$ cat config.mk
export PLATFORM = sky130hd
export DESIGN_NAME = aus_synth
export DESIGN_NICKNAME = d
export VERILOG_FILES = /design/src/rtl/aus_pkg.sv /design/src/rtl/aus_channel.sv /design/src/rtl/aus_synth.sv
export SDC_FILE = /design/constraint.sdc
export NUM_CORES = 2
export LEC_CHECK = 0
export ABC_CLOCK_PERIOD_IN_PS = 10790
export BUFFER_PORTS_ARGS = -buffer_cell sky130_fd_sc_hd__buf_2
export CELL_PAD_IN_SITES_DETAIL_PLACEMENT = 0
export CELL_PAD_IN_SITES_GLOBAL_PLACEMENT = 1
export CORE_ASPECT_RATIO = 1.2
export CORE_MARGIN = 2
export CORE_UTILIZATION = 35
export DETAILED_ROUTE_END_ITERATION = 8
export GPL_ROUTABILITY_DRIVEN = 1
export PLACE_DENSITY_LB_ADDON = 0.1
export SLEW_MARGIN = 20
export SYNTH_ARGS = -nofsm -noshare
export SYNTH_HDL_FRONTEND = slang
export SYNTH_SLANG_ARGS = --single-unit
$ cat constraint.sdc
create_clock -name sys_clk_in -period 10.79 [get_ports sys_clk_in]
set_clock_uncertainty 0.1 [all_clocks]
set_input_delay 1.079 -clock sys_clk_in [delete_from_list [all_inputs] [get_ports sys_clk_in]]
set_output_delay 1.079 -clock sys_clk_in [all_outputs]
set_load 0.01 [all_outputs]
$ cat src/rtl/aus_pkg.sv
// Constants and types shared by the four-channel audio synthesizer output block
// Overview of operation
// RULE_01: Four channels, each speech or melody, played back by hardware without software.
// RULE_02: Mixer sums one to four channels as chosen by channel_mix_select.
// RULE_03: Speech channel has play flag, pointer, decoder, quick-io code, 8-bit 1MHz timer.
// RULE_04: Speech decoder accepts raw PCM and ADPCM encoded data.
// RULE_05: Melody channel has play flag, pointer, timer, envelope, skipper and multiplier.
// RULE_06: Timbre skipper steps over waveform points to reach higher octaves.
// RULE_07: Melody multiplier is internal only and no instruction can reach it.
// RULE_08: audio_output_select chooses PWM stage or DAC stage.
// RULE_09: At reset, floating audio_pad_two sets audio_output_select to PWM.
// RULE_10: At reset, audio_pad_two tied high sets audio_output_select to DAC.
// RULE_11: Software keeps audio_output_select unchanged when relying on pad detection.
// RULE_12: Sixteen-step output_volume scales audio to both PWM and DAC stages.
// RULE_13: Pad one carries PWM one or DAC; pad two carries PWM two.
// RULE_14: Audio control registers have no address, only special instructions reach them.
// RULE_15: PWM stage has 9-bit resolution, DAC stage 10-bit resolution.
// RULE_16: Melody envelope offers 256 steps.
// RULE_17: Sample playback rate programmable up to 44.1kHz at most.
// RULE_18: Four-bit output_volume, larger codes louder, applied before the output stage.
`default_nettype none
package aus_pkg;
	localparam int CLK_HZ = 40_000_000;
	localparam int TIMER_HZ = 1_000_000;
	localparam int TICK_DIV = CLK_HZ / TIMER_HZ;
	localparam int MAX_RATE_HZ = 44100;
	localparam int TIMER_MIN = (TIMER_HZ + MAX_RATE_HZ - 1) / MAX_RATE_HZ;
	localparam int NUM_CH = 4;
	localparam int ADDR_W = 18;
	localparam int ROM_W = 10;
	localparam int SMP_W = 9;
	localparam int TMR_W = 8;
	localparam int ENV_W = 8;
	localparam int VOL_W = 4;
	localparam int MIX_W = 11;
	localparam int PWM_W = 9;
	localparam int DAC_W = 10;
	localparam int DETECT_CYCLES = 16;
	localparam logic [ROM_W-1:0] END_MARK = 10'h3ff;
	localparam logic [5:0] QIO_TAG = 6'h3e;
	localparam logic [2:0] STEP_MAX = 3'h7;
	localparam logic [DAC_W-1:0] DAC_MID = 10'h200;
	localparam logic [DAC_W-1:0] DAC_POS_MAX = 10'h1ff;
	localparam logic [DAC_W-1:0] DAC_NEG_MAX = 10'h200;
	localparam logic [VOL_W-1:0] VOL_RESET = 4'hf;
	localparam logic [1:0] MIX_RESET = 2'h3;

	typedef enum logic [2:0] {
		AUS_OP_MIX,
		AUS_OP_AUD,
		AUS_OP_VOL,
		AUS_OP_CFG,
		AUS_OP_START,
		AUS_OP_STOP,
		AUS_OP_ENV
	} aus_op_t;

	typedef enum logic {AUS_OUT_PWM, AUS_OUT_DAC} aus_out_t;

	typedef struct packed {
		logic valid;
		aus_op_t op;
		logic [1:0] chan;
		logic [ADDR_W-1:0] arg;
	} aus_instr_t;

	typedef struct packed {
		logic melody;
		logic adpcm;
		logic [3:0] skip;
		logic [TMR_W-1:0] rate;
	} aus_cfg_t;

	localparam int CFG_W = $bits(aus_cfg_t);
endpackage
`default_nettype wire

$ cat src/rtl/aus_channel.sv
// One synthesis channel: sample timer, voice pointer, speech decoder, melody datapath
`default_nettype none
module aus_channel (
	input wire logic sys_clk_in,
	input wire logic rst_in,
	input wire logic tick_in,
	input wire logic cfg_we_in,
	input wire logic start_we_in,
	input wire logic stop_in,
	input wire logic env_we_in,
	input wire logic [aus_pkg::ADDR_W-1:0] arg_in,
	input wire logic grant_in,
	input wire logic rom_valid_in,
	input wire logic [aus_pkg::ROM_W-1:0] rom_data_in,
	output logic play_flag_out,
	output logic rom_req_out,
	output logic [aus_pkg::ADDR_W-1:0] rom_addr_out,
	output logic signed [aus_pkg::SMP_W-1:0] sample_out,
	output logic [3:0] quick_io_code_out,
	output logic quick_io_strobe_out
);
	aus_pkg::aus_cfg_t cfg_q;
	logic play_q;
	logic due_q;
	logic wait_q;
	logic [aus_pkg::TMR_W-1:0] timer_q;
	logic [aus_pkg::ADDR_W-1:0] ptr_q;
	logic [aus_pkg::ENV_W-1:0] env_q;
	logic [2:0] step_q;
	logic signed [aus_pkg::SMP_W-1:0] smp_q;
	logic [3:0] qio_q;
	logic qio_stb_q;

	// ****************************************
	// Decode of one fetched word
	// ****************************************
	logic [aus_pkg::TMR_W-1:0] reload;
	logic is_end;
	logic is_qio;
	logic [aus_pkg::ADDR_W-1:0] ptr_step;
	logic signed [aus_pkg::SMP_W-1:0] raw;
	logic signed [aus_pkg::SMP_W+aus_pkg::ENV_W:0] prod;
	logic signed [aus_pkg::SMP_W-1:0] melody_smp;
	logic [aus_pkg::MIX_W-1:0] delta;
	logic signed [aus_pkg::MIX_W-1:0] pred;
	logic signed [aus_pkg::SMP_W-1:0] adpcm_smp;
	logic [2:0] step_d;

	// Rate is clamped so the timer never fires faster than the top sample rate
	assign reload = (cfg_q.rate < aus_pkg::TMR_W'(aus_pkg::TIMER_MIN)) ?
		aus_pkg::TMR_W'(aus_pkg::TIMER_MIN - 1) : cfg_q.rate - 8'h01; // RULE_17
	assign is_end = (rom_data_in == aus_pkg::END_MARK);
	assign is_qio = !cfg_q.melody && (rom_data_in[9:4] == aus_pkg::QIO_TAG); // RULE_03
	assign ptr_step = cfg_q.melody ? aus_pkg::ADDR_W'(cfg_q.skip) + 18'h00001 : 18'h00001; // RULE_06
	assign raw = signed'(rom_data_in[aus_pkg::ROM_W-1:1]);
	// Envelope multiplier sits only in this datapath
	assign prod = raw * signed'({1'b0, env_q}); // RULE_05 RULE_07 RULE_16
	assign melody_smp = prod[aus_pkg::SMP_W+aus_pkg::ENV_W-1:aus_pkg::ENV_W];
	assign delta = aus_pkg::MIX_W'({rom_data_in[2:0], 1'b1}) << step_q;
	assign pred = rom_data_in[3] ? aus_pkg::MIX_W'(smp_q) - signed'(delta) :
		aus_pkg::MIX_W'(smp_q) + signed'(delta);
	assign adpcm_smp = (pred > 11'sd255) ? 9'sd255 : (pred < -11'sd256) ? -9'sd256 :
		pred[aus_pkg::SMP_W-1:0]; // RULE_04
	assign step_d = (rom_data_in[2:0] >= 3'h6 && step_q != aus_pkg::STEP_MAX) ? step_q + 3'h1 :
		(rom_data_in[2:0] < 3'h2 && step_q != 3'h0) ? step_q - 3'h1 : step_q;

	assign play_flag_out = play_q;
	assign rom_req_out = play_q && due_q && !wait_q; // RULE_01
	assign rom_addr_out = ptr_q;
	assign sample_out = smp_q;
	assign quick_io_code_out = qio_q;
	assign quick_io_strobe_out = qio_stb_q;

	// ****************************************
	// Control and sample state
	// ****************************************
	always_ff @(posedge sys_clk_in or posedge rst_in)
	begin
		if (rst_in)
		begin
			cfg_q <= '0;
			play_q <= 1'b0;
			due_q <= 1'b0;
			wait_q <= 1'b0;
			timer_q <= '0;
			ptr_q <= '0;
			env_q <= '0;
			step_q <= '0;
			smp_q <= '0;
			qio_q <= '0;
			qio_stb_q <= 1'b0;
		end
		else
		begin
			qio_stb_q <= 1'b0;
			if (cfg_we_in)
				cfg_q <= aus_pkg::aus_cfg_t'(arg_in[aus_pkg::CFG_W-1:0]);
			if (env_we_in)
				env_q <= arg_in[aus_pkg::ENV_W-1:0]; // RULE_16
			// Grant clears first so a tick in the same cycle still marks a new sample
			if (grant_in)
			begin
				wait_q <= 1'b1;
				due_q <= 1'b0;
			end
			if (tick_in && play_q)
			begin
				timer_q <= (timer_q == '0) ? reload : timer_q - 8'h01; // RULE_03
				if (timer_q == '0)
					due_q <= 1'b1;
			end
			if (rom_valid_in)
			begin
				wait_q <= 1'b0;
				if (is_end)
					play_q <= 1'b0;
				else
				begin
					ptr_q <= ptr_q + ptr_step;
					if (is_qio)
					begin
						qio_q <= rom_data_in[3:0];
						qio_stb_q <= 1'b1;
						due_q <= 1'b1;
					end
					else if (cfg_q.melody)
						smp_q <= melody_smp;
					else if (cfg_q.adpcm)
					begin
						smp_q <= adpcm_smp;
						step_q <= step_d;
					end
					else
						smp_q <= raw;
				end
			end
			if (start_we_in)
			begin
				play_q <= 1'b1;
				ptr_q <= arg_in;
				due_q <= 1'b1;
				timer_q <= reload;
				step_q <= '0;
				smp_q <= '0;
			end
			else if (stop_in)
				play_q <= 1'b0;
		end
	end
endmodule
`default_nettype wire

$ cat src/rtl/aus_synth.sv
// Top of the audio synthesizer: instruction port, mixer, volume, PWM and DAC stages
`default_nettype none
module aus_synth #(
	parameter int NUM_CH = aus_pkg::NUM_CH,
	parameter int DETECT_CYCLES = aus_pkg::DETECT_CYCLES
) (
	input wire logic sys_clk_in,
	input wire logic rst_in,
	input wire aus_pkg::aus_instr_t instr_in,
	output logic rom_rd_out,
	output logic [aus_pkg::ADDR_W-1:0] rom_addr_out,
	input wire logic [aus_pkg::ROM_W-1:0] rom_data_in,
	output logic [NUM_CH-1:0] play_flag_out,
	output logic [3:0] quick_io_code_out,
	output logic quick_io_strobe_out,
	output logic audio_output_select_out,
	output logic detect_busy_out,
	output logic audio_pad_one_out,
	input wire logic audio_pad_two_in,
	output logic audio_pad_two_out,
	output logic audio_pad_two_oe_n_out,
	output logic pad_two_pulldown_out,
	output logic dac_enable_out,
	output logic [aus_pkg::DAC_W-1:0] dac_code_out
);
	typedef enum logic {AUS_ST_SENSE, AUS_ST_RUN} aus_state_t;

	aus_state_t state_q;
	logic [$clog2(DETECT_CYCLES+1)-1:0] det_cnt_q;
	logic pad_meta_q;
	logic pad_sync_q;
	aus_pkg::aus_out_t aud_q;
	logic [1:0] mix_q;
	logic [aus_pkg::VOL_W-1:0] vol_q;
	logic [$clog2(aus_pkg::TICK_DIV)-1:0] div_q;
	logic tick_q;
	logic [NUM_CH-1:0] valid_q;
	logic [aus_pkg::PWM_W-1:0] pwm_cnt_q;
	logic pad_one_q;
	logic pad_two_q;
	logic [aus_pkg::DAC_W-1:0] dac_q;

	// ****************************************
	// Special instruction decode
	// ****************************************
	// Control state lives only behind these opcodes, never on a data address
	logic run;
	logic ins;
	logic [NUM_CH-1:0] ch_sel;
	logic [NUM_CH-1:0] cfg_we;
	logic [NUM_CH-1:0] start_we;
	logic [NUM_CH-1:0] stop_we;
	logic [NUM_CH-1:0] env_we;
	assign run = (state_q == AUS_ST_RUN);
	assign ins = instr_in.valid && run; // RULE_14
	assign ch_sel = NUM_CH'(1) << instr_in.chan;
	assign cfg_we = (ins && instr_in.op == aus_pkg::AUS_OP_CFG) ? ch_sel : '0;
	assign start_we = (ins && instr_in.op == aus_pkg::AUS_OP_START) ? ch_sel : '0;
	assign stop_we = (ins && instr_in.op == aus_pkg::AUS_OP_STOP) ? ch_sel : '0;
	assign env_we = (ins && instr_in.op == aus_pkg::AUS_OP_ENV) ? ch_sel : '0;

	// ****************************************
	// Channels and shared ROM port
	// ****************************************
	logic [NUM_CH-1:0] req;
	logic [NUM_CH-1:0] grant;
	logic [NUM_CH-1:0] qio_stb;
	logic [aus_pkg::ADDR_W-1:0] addr [NUM_CH];
	logic signed [aus_pkg::SMP_W-1:0] smp [NUM_CH];
	logic [3:0] quick_io_code [NUM_CH];
	logic signed [aus_pkg::MIX_W-1:0] part [NUM_CH+1];
	logic [aus_pkg::ADDR_W-1:0] addr_sel [NUM_CH+1];
	logic [3:0] qio_sel [NUM_CH+1];
	logic busy;

	// One fetch in flight at a time; rates are far below the clock so fixed priority is fair
	assign busy = |valid_q;
	assign part[0] = '0;
	assign addr_sel[0] = '0;
	assign qio_sel[0] = '0;

	genvar g;
	generate
		for (g = 0; g < NUM_CH; g++)
		begin : gen_ch
			logic lower_req;
			if (g == 0)
				assign lower_req = 1'b0;
			else
				assign lower_req = |req[g-1:0];
			assign grant[g] = req[g] && !lower_req && !busy;
			assign addr_sel[g+1] = grant[g] ? addr[g] : addr_sel[g];
			assign qio_sel[g+1] = qio_stb[g] ? quick_io_code[g] : qio_sel[g];
			// Channels beyond the mix setting drop out of the sum
			assign part[g+1] = part[g] + ((g <= int'(mix_q)) ?
				aus_pkg::MIX_W'(smp[g]) : aus_pkg::MIX_W'(0)); // RULE_02
			aus_channel u_ch (
				.sys_clk_in(sys_clk_in),
				.rst_in(rst_in),
				.tick_in(tick_q),
				.cfg_we_in(cfg_we[g]),
				.start_we_in(start_we[g]),
				.stop_in(stop_we[g]),
				.env_we_in(env_we[g]),
				.arg_in(instr_in.arg),
				.grant_in(grant[g]),
				.rom_valid_in(valid_q[g]),
				.rom_data_in(rom_data_in),
				.play_flag_out(play_flag_out[g]),
				.rom_req_out(req[g]),
				.rom_addr_out(addr[g]),
				.sample_out(smp[g]),
				.quick_io_code_out(quick_io_code[g]),
				.quick_io_strobe_out(qio_stb[g])
			); // RULE_01 RULE_03 RULE_05
		end
	endgenerate

	assign rom_rd_out = |grant;
	assign rom_addr_out = addr_sel[NUM_CH];
	assign quick_io_code_out = qio_sel[NUM_CH];
	assign quick_io_strobe_out = |qio_stb;

	// ****************************************
	// Volume and output stages
	// ****************************************
	logic signed [aus_pkg::MIX_W+aus_pkg::VOL_W+1:0] scaled_full;
	logic signed [aus_pkg::MIX_W+1:0] scaled;
	logic [aus_pkg::DAC_W-1:0] sat;
	logic [aus_pkg::DAC_W-1:0] dac_d;
	logic [aus_pkg::PWM_W-1:0] duty;
	logic use_dac;
	// Step n gives gain (n+1)/16, so code 0 stays audible and 15 is full scale
	assign scaled_full = part[NUM_CH] * signed'({2'b00, vol_q} + 6'h01); // RULE_12 RULE_18
	assign scaled = scaled_full[aus_pkg::MIX_W+aus_pkg::VOL_W+1:aus_pkg::VOL_W];
	assign sat = (scaled > 13'sd511) ? aus_pkg::DAC_POS_MAX :
		(scaled < -13'sd512) ? aus_pkg::DAC_NEG_MAX : scaled[aus_pkg::DAC_W-1:0];
	assign dac_d = sat ^ aus_pkg::DAC_MID; // RULE_15
	assign duty = dac_d[aus_pkg::DAC_W-1:1]; // RULE_15
	assign use_dac = (aud_q == aus_pkg::AUS_OUT_DAC); // RULE_08

	assign audio_output_select_out = use_dac;
	assign detect_busy_out = !run;
	assign audio_pad_one_out = pad_one_q; // RULE_13
	assign audio_pad_two_out = pad_two_q; // RULE_13
	// Pad two is released while sensing, and in DAC mode it is strapped to the supply
	assign audio_pad_two_oe_n_out = !run || use_dac;
	assign pad_two_pulldown_out = !run;
	assign dac_enable_out = run && use_dac;
	assign dac_code_out = dac_q;

	// ****************************************
	// Reset pad detection and control state
	// ****************************************
	always_ff @(posedge sys_clk_in or posedge rst_in)
	begin
		if (rst_in)
		begin
			pad_meta_q <= 1'b0;
			pad_sync_q <= 1'b0;
		end
		else
		begin
			pad_meta_q <= audio_pad_two_in;
			pad_sync_q <= pad_meta_q;
		end
	end

	always_ff @(posedge sys_clk_in or posedge rst_in)
	begin
		if (rst_in)
		begin
			state_q <= AUS_ST_SENSE;
			det_cnt_q <= '0;
			aud_q <= aus_pkg::AUS_OUT_PWM;
			mix_q <= aus_pkg::MIX_RESET;
			vol_q <= aus_pkg::VOL_RESET;
		end
		else
		begin
			case (state_q)
				AUS_ST_SENSE:
				begin
					det_cnt_q <= det_cnt_q + 1'b1;
					if (det_cnt_q == ($clog2(DETECT_CYCLES+1))'(DETECT_CYCLES - 1))
					begin
						state_q <= AUS_ST_RUN;
						// A pulled-down floating pad reads low; a strap to supply reads high
						aud_q <= pad_sync_q ? aus_pkg::AUS_OUT_DAC : aus_pkg::AUS_OUT_PWM; // RULE_09 RULE_10
					end
				end
				default:
				begin
					if (ins && instr_in.op == aus_pkg::AUS_OP_AUD)
						aud_q <= aus_pkg::aus_out_t'(instr_in.arg[0]); // RULE_08
					if (ins && instr_in.op == aus_pkg::AUS_OP_MIX)
						mix_q <= instr_in.arg[1:0]; // RULE_02
					if (ins && instr_in.op == aus_pkg::AUS_OP_VOL)
						vol_q <= instr_in.arg[aus_pkg::VOL_W-1:0]; // RULE_18
				end
			endcase
		end
	end

	// ****************************************
	// Timer tick, fetch tracking and output registers
	// ****************************************
	always_ff @(posedge sys_clk_in or posedge rst_in)
	begin
		if (rst_in)
		begin
			div_q <= '0;
			tick_q <= 1'b0;
			valid_q <= '0;
			pwm_cnt_q <= '0;
			pad_one_q <= 1'b0;
			pad_two_q <= 1'b0;
			dac_q <= aus_pkg::DAC_MID;
		end
		else
		begin
			// Wrap on the count itself; wrapping on the tick would stretch each period by one
			tick_q <= (div_q == ($clog2(aus_pkg::TICK_DIV))'(aus_pkg::TICK_DIV - 1)); // RULE_03
			div_q <= (div_q == ($clog2(aus_pkg::TICK_DIV))'(aus_pkg::TICK_DIV - 1)) ? '0 :
				div_q + 1'b1;
			valid_q <= grant;
			pwm_cnt_q <= pwm_cnt_q + 1'b1;
			pad_one_q <= run && (use_dac ? 1'b0 : (pwm_cnt_q < duty)); // RULE_13
			pad_two_q <= run && !use_dac && !(pwm_cnt_q < duty);
			dac_q <= dac_d;
		end
	end
endmodule
`default_nettype wire

==> Yosys cells after proc, flatten, opt, wreduce, memory -nomap -nowiden <==
Index checks and enable logic that the tools add are counted.
{ "word_totals": {"reg_bits": 319, "in_bits": 37, "out_inout_bits": 45, "word_cells": 479} }
{ "classes": {"addsub": 39, "mul": 5, "magnitude_cmp": 20, "eq_ne": 27, "shift": 5, "n_mux": 186, "bitwise": 2, "n_reduce_logical": 125} }
{ "op_table": {"columns": ["cell", "n"], "rows": [
  ["2-to-1 mux 18 bit", 20],
  ["2-to-1 mux 9 bit", 32],
  ["2-to-1 mux 8 bit", 16],
  ["2-to-1 mux 3 bit", 32],
  ["2-to-1 mux 11 bit", 7],
  ["adder 18 bit", 4],
  ["multiplier 9 x 9 -> 17 bit", 4],
  ["2-to-1 mux 1 bit", 68],
  ["subtractor 8 x 1 -> 8 bit (second input constant)", 8],
  ["adder 9 x 11 -> 11 bit", 5],
  ["nonzero test 3 bit", 16],
  ["greater-than comparator 11 x 9 -> 1 bit (second input constant)", 4],
  ["< comparator 11 x 9 -> 1 bit (second input constant)", 4],
  ["left shift 4 x 3 -> 11 bit", 4],
  ["subtractor 9 x 11 -> 11 bit", 4],
  ["logical AND 1 bit", 43],
  ["nonzero test 2 bit", 17],
  ["logical NOT 8 bit", 4],
  ["< comparator 8 x 5 -> 1 bit (second input constant)", 4],
  ["2-to-1 mux 4 bit", 8],
  ["adder 4 x 1 -> 5 bit (second input constant)", 5],
  ["inequality test 2 bit (second input constant)", 12],
  ["AND reduction 3 bit", 8],
  ["AND reduction 6 bit", 4],
  ["33 further kinds", 76]
]} }

==> Depth between registers and ports, before layout <==
{ "depth": {"ltp_word": 13, "ltp_mapped": 38, "ltp_nobuf": 36} }

==> Modules after synthesis <==
From an unflattened synthesis, not the netlist that was laid out.
{ "unflattened": {"cells_unflattened": 3891, "area_unflattened_um2": 34162.8} }
{ "by_module_without_submodules": {"columns": ["module", "n_inst", "cells_per_inst", "area_per_inst_um2", "seq_area_each_um2"], "rows": [
  ["aus_channel at gen_ch[0].u_ch ...", 2, 796, 7058.0, 1701.6],
  ["aus_channel at gen_ch[2].u_ch", 1, 797, 7090.6, 1701.6],
  ["aus_channel at gen_ch[3].u_ch", 1, 799, 7055.5, 1701.6],
  ["aus_synth", 1, 703, 5900.7, 1184.9]
]} }

==> Worst setup path after synthesis <==
No wires, ideal clock.
{ "synth_timing": {"path_type": "reg-to-reg", "start": "register mix_q[1]", "end": "register pad_two_q, in the netlist audio_pad_two_out", "setup_time_ps": 120, "t_arrival_ps": 8573, "required_ps": 10570, "slack_ps": 1997, "stages_incl_launch_ff": 37, "n_path_buf": 2, "synth_period_minus_slack_ps": 8793, "cell_sequence": "dfstp_2 > clkbuf_1 > and2_1 > fa_1 > fa_1 > ha_1 > fa_1 > a21o_1 > a21oi_1 > o21ai_0 > a21oi_1 > o21bai_1 > a21oi_1 > xor2_1 > nor2_1 > fa_1 > fa_1 > inv_1 > fa_1 > inv_1 > ha_1 > and2_1 > a211oi_1 > a21boi_0 > o311ai_0 > a311oi_1 > a311o_1 > clkbuf_1 > a21oi_1 > ha_1 > a21o_1 > a21o_1 > a21oi_1 > o21ai_0 > nor2_1 > o211ai_1 > and3b_1"} }
{ "synth_between": {"elab_chain_cells": 13, "elab_cells_between_ends": 18, "cone_classes": "3 x add/sub; 1 x mul; 6 x order compare; 5 x mux; 1 x bitwise; 2 x reduce/logical"} }
{ "synth_lines": {"columns": ["item", "line_no", "source"], "rows": [
  ["start, declared", "aus_synth.sv:33", "logic [1:0] mix_q;"],
  ["start signal, assigned", "aus_synth.sv:176", "mix_q <= aus_pkg::MIX_RESET;"],
  ["start signal, assigned", "aus_synth.sv:197", "mix_q <= instr_in.arg[1:0];"],
  ["<= comparator 1 x 2 -> 1 bit", "aus_synth.sv:95", "assign part[g+1] = part[g] + ((g <= int'(mix_q)) ?"],
  ["2-to-1 mux 11 bit", "aus_synth.sv:95", null],
  ["adder 9 x 11 -> 11 bit", "aus_synth.sv:95", null],
  ["adder 11 bit", "aus_synth.sv:95", null],
  ["adder 11 bit (*)", "aus_synth.sv:95", null],
  ["multiplier 11 x 6 -> 17 bit (*)", "aus_synth.sv:134", "assign scaled_full = part[NUM_CH] * signed'({2'b00, vol_q} + 6'h01);"],
  ["< comparator 13 x 10 -> 1 bit", "aus_synth.sv:137", "(scaled < -13'sd512) ? aus_pkg::DAC_NEG_MAX : scaled[aus_pkg::DAC_W-1:0];"],
  ["2-to-1 mux 10 bit", "aus_synth.sv:137", null],
  ["2-to-1 mux 10 bit (*)", "aus_synth.sv:136", "assign sat = (scaled > 13'sd511) ? aus_pkg::DAC_POS_MAX :"],
  ["NOT 1 bit (no line)", null, null],
  ["< comparator 9 bit (*)", "aus_synth.sv:229", "pad_two_q <= run && !use_dac && !(pwm_cnt_q < duty);"],
  ["logical NOT 1 bit (*)", "aus_synth.sv:229", null],
  ["logical AND 1 bit (*)", "aus_synth.sv:229", null],
  ["end signal, assigned", "aus_synth.sv:229", null],
  ["end, declared", "aus_synth.sv:40", "logic pad_two_q;"]
]} }
Mark *: on every way between the ends. The rest lies on a longest branch, timed or not.
A chain may end at the register's enable or synchronous reset.

==> Worst setup path in the final report <==
Ends and elaborated chain as after synthesis.

==> results.ini <==
[timing]
min_period_ns=9.69
setup-violations-final=0
slew_headroom=0.296
fmax_ghz=0.103
drv_slew=0
rsz0062_at_grt=false
hold_viol=0
fin_tns_setup_ns=0
worst_pin_slew_ns=1.04
period_share=0.898

[finish]
final_cells=5167
drive_gt1_frac=0.0876
num-nets-final=4454
utilization=0.386
area_delta_synth_final_pct=9.24

[detailed_routing]
drt-wirelength-per-cell_um=20.3
num_vias=26900
drt_iter0_markers=1384
drt_first_pass_iters=5
ant_nets=0
via_per_inst=5.20
wirelength_mm=105
drc=0

[synth]
synth_nets=4469
synth_top_area_share=0.232
yosysTopAreaCell=dfrtp_1
seq_area_frac_synth=0.237
async_reset_ff_frac=1.00
synthTopCellsByCount=inv_1 (509), nand2_1 (414), dfrtp_1 (312), fa_1 (291), nor2_1 (274)
synth_most_common_cell=inv_1
ys_types=89
syn_area_mm2=0.0337
ys_ff_latch=319
synthFlopType=dfrtp_1
yosys_warnings=0
synthTopCellsByArea=dfrtp_1 (23%), fa_1 (17%), ha_1 (9.4%), inv_1 (5.7%), nand2_1 (4.6%)
synthCells=3888
syn_area_per_cell_um2=8.67
synth_edf_count=0

[global_routing]
grt_max_degree=146
grt_pass1_wl_mm=166
overflow=0
track_usage=0.217
antenna_found_initial=13
grt_pass1_vias=28000

[critical_path]
startpoint_type=flip-flop
cpMostUsedCell=fa_1
crit_buf_inv=2
critPathCaptureType=flip-flop
cp.required_ns=11.17
cp_slowest_cell=dfstp_2
cp_max_fo=22
slowest_delay_ns=0.70
cp.arrival_ns=10.07
crit_family=adder cells
timing_worst_setup_path_type=flip-flop to flip-flop

[clock_tree]
root_buffer=clkbuf_16
clkSinkCount=319
clkTransAtPathRegs_ns=0.06
clock_latency_ns=0.59
cts.repair.resized=0
numCtsBuffers=40
post_cts_buffers=0
cts-hold-fix-buffers=0
htreeDepth=2
clk_path_buf_depth=3
cts_tree=yes

[floorplanning]
chipWidth_um=287
core_mm2=0.0954
die_h_um=344
die_area_mm2=0.0988
rows=124
start_util=0.353
pin_count=82

[run_status]
status=finished clean

[run]
cap_viol_max_count=0

[place]
placed_cells=5091
place_congestion=0.832
portBuffers=81
hpwl_mm=79.0

[worst_hold_path]
hp-class=flip-flop to flip-flop

[area by class of cell]
| cell class | instances | area [µm²] |
|---|---|---|
| Tap cell | 1260 | 1580 |
| Inverter | 510 | 1920 |
| Multi-Input combinational cell | 2881 | 23200 |
| Timing Repair Buffer | 121 | 721 |
| Antenna cell | 2 | 5.00 |
| Clock inverter | 20 | 274 |
| Fill cell | 9852 | 58600 |
| Sequential cell | 319 | 7990 |
| Clock buffer | 54 | 1170 |
[routing by layer]
metal	track usage	wire [µm]	vias up
met5	0	84	-
met4	0.0496	2310	12
met3	0.0235	3440	134
met2	0.393	53000	375
met1	0.276	46200	13400
li1	-	-	13000
[worst paths after layout]
kind                                       from                                     endpoint  slack [ns]  depth (start not counted)
setup / recovery           mix_q[1]$_DFFE_PP1P_                  audio_pad_two_out$_DFF_PP0_        1.10                         35
min in group asynchronous                rst_in  gen_ch[1].u_ch.rom_addr_out[13]$_DFFE_PP0P_        0.55                          2
hold reg to reg            pad_meta_q$_DFF_PP0_                         pad_sync_q$_DFF_PP0_        0.28                          0
hold / removal             pad_meta_q$_DFF_PP0_                         pad_sync_q$_DFF_PP0_        0.28                          0
max in group asynchronous                rst_in                       pwm_cnt_q[4]$_DFF_PP0_        8.59                          3
setup reg to reg           mix_q[1]$_DFFE_PP1P_                  audio_pad_two_out$_DFF_PP0_        1.10                         35
[through the flow]
stage,instance area [µm²],setup slack (ns),hold slack [ns]
floorplan,33700,0.795,0.231
global placement,35400,1.17,0.269
detailed placement,35400,1.14,0.285
CTS,36800,1.14,0.298
global route,36800,0.411,0.311
finish,36800,1.10,0.284
[layout by cell type, fill, tap and decap left out, types with 11 or more instances in the layout]
master and n:
inv_1 508, nand2_1 414, dfrtp_1 312, fa_1 291, nor2_1 271, ha_1 253
o21ai_0 238, a21oi_1 206, and2_1 188, xnor2_1 145, mux2_2 107, xor2_1 89
buf_2 80, nand3_1 69, nor3_1 60, clkbuf_16 41, buf_4 40, nor2b_1 35
and3_1 30, a21o_1 29, nand4_1 27, a32oi_1 25, a31oi_1 25, or3_1 24
nand2b_1 22, a211oi_1 19, o21a_1 18, a222oi_1 18, a22oi_1 17, nor4_1 14
o211ai_1 14, o22ai_1 12, nand3b_1 12, o31ai_1 11
[cell families (layout without fill, tap and decap cells)]
group           after synthesis  after routing  share of synthesized area
simple gates               1222           1222                      0.174
compound gates              765            765                      0.145
buf+inv                     688            705                     0.0773
fa+ha+maj                   544            544                      0.267
flops                       319            319                      0.237
xor+xnor                    235            235                     0.0615
mux                         115            115                     0.0381
other cells                   0              2                          0
[registers in the layout (all words and copies together), names as in the netlist, 5 cells and up]
register / cells
gen_ch.u_ch.env_q: 32
gen_ch.u_ch.step_q: 12
dac_code_out: 10
gen_ch.u_ch.quick_io_code_out: 16
gen_ch.u_ch.sample_out: 36
det_cnt_q: 5
gen_ch.u_ch.timer_q: 32
gen_ch.u_ch.cfg_q: 56
gen_ch.u_ch.rom_addr_out: 72
div_q: 6
pwm_cnt_q: 9
Power is not shown: default switching activity piles up to over one toggle a cycle in this logic, so the estimate is an artifact.
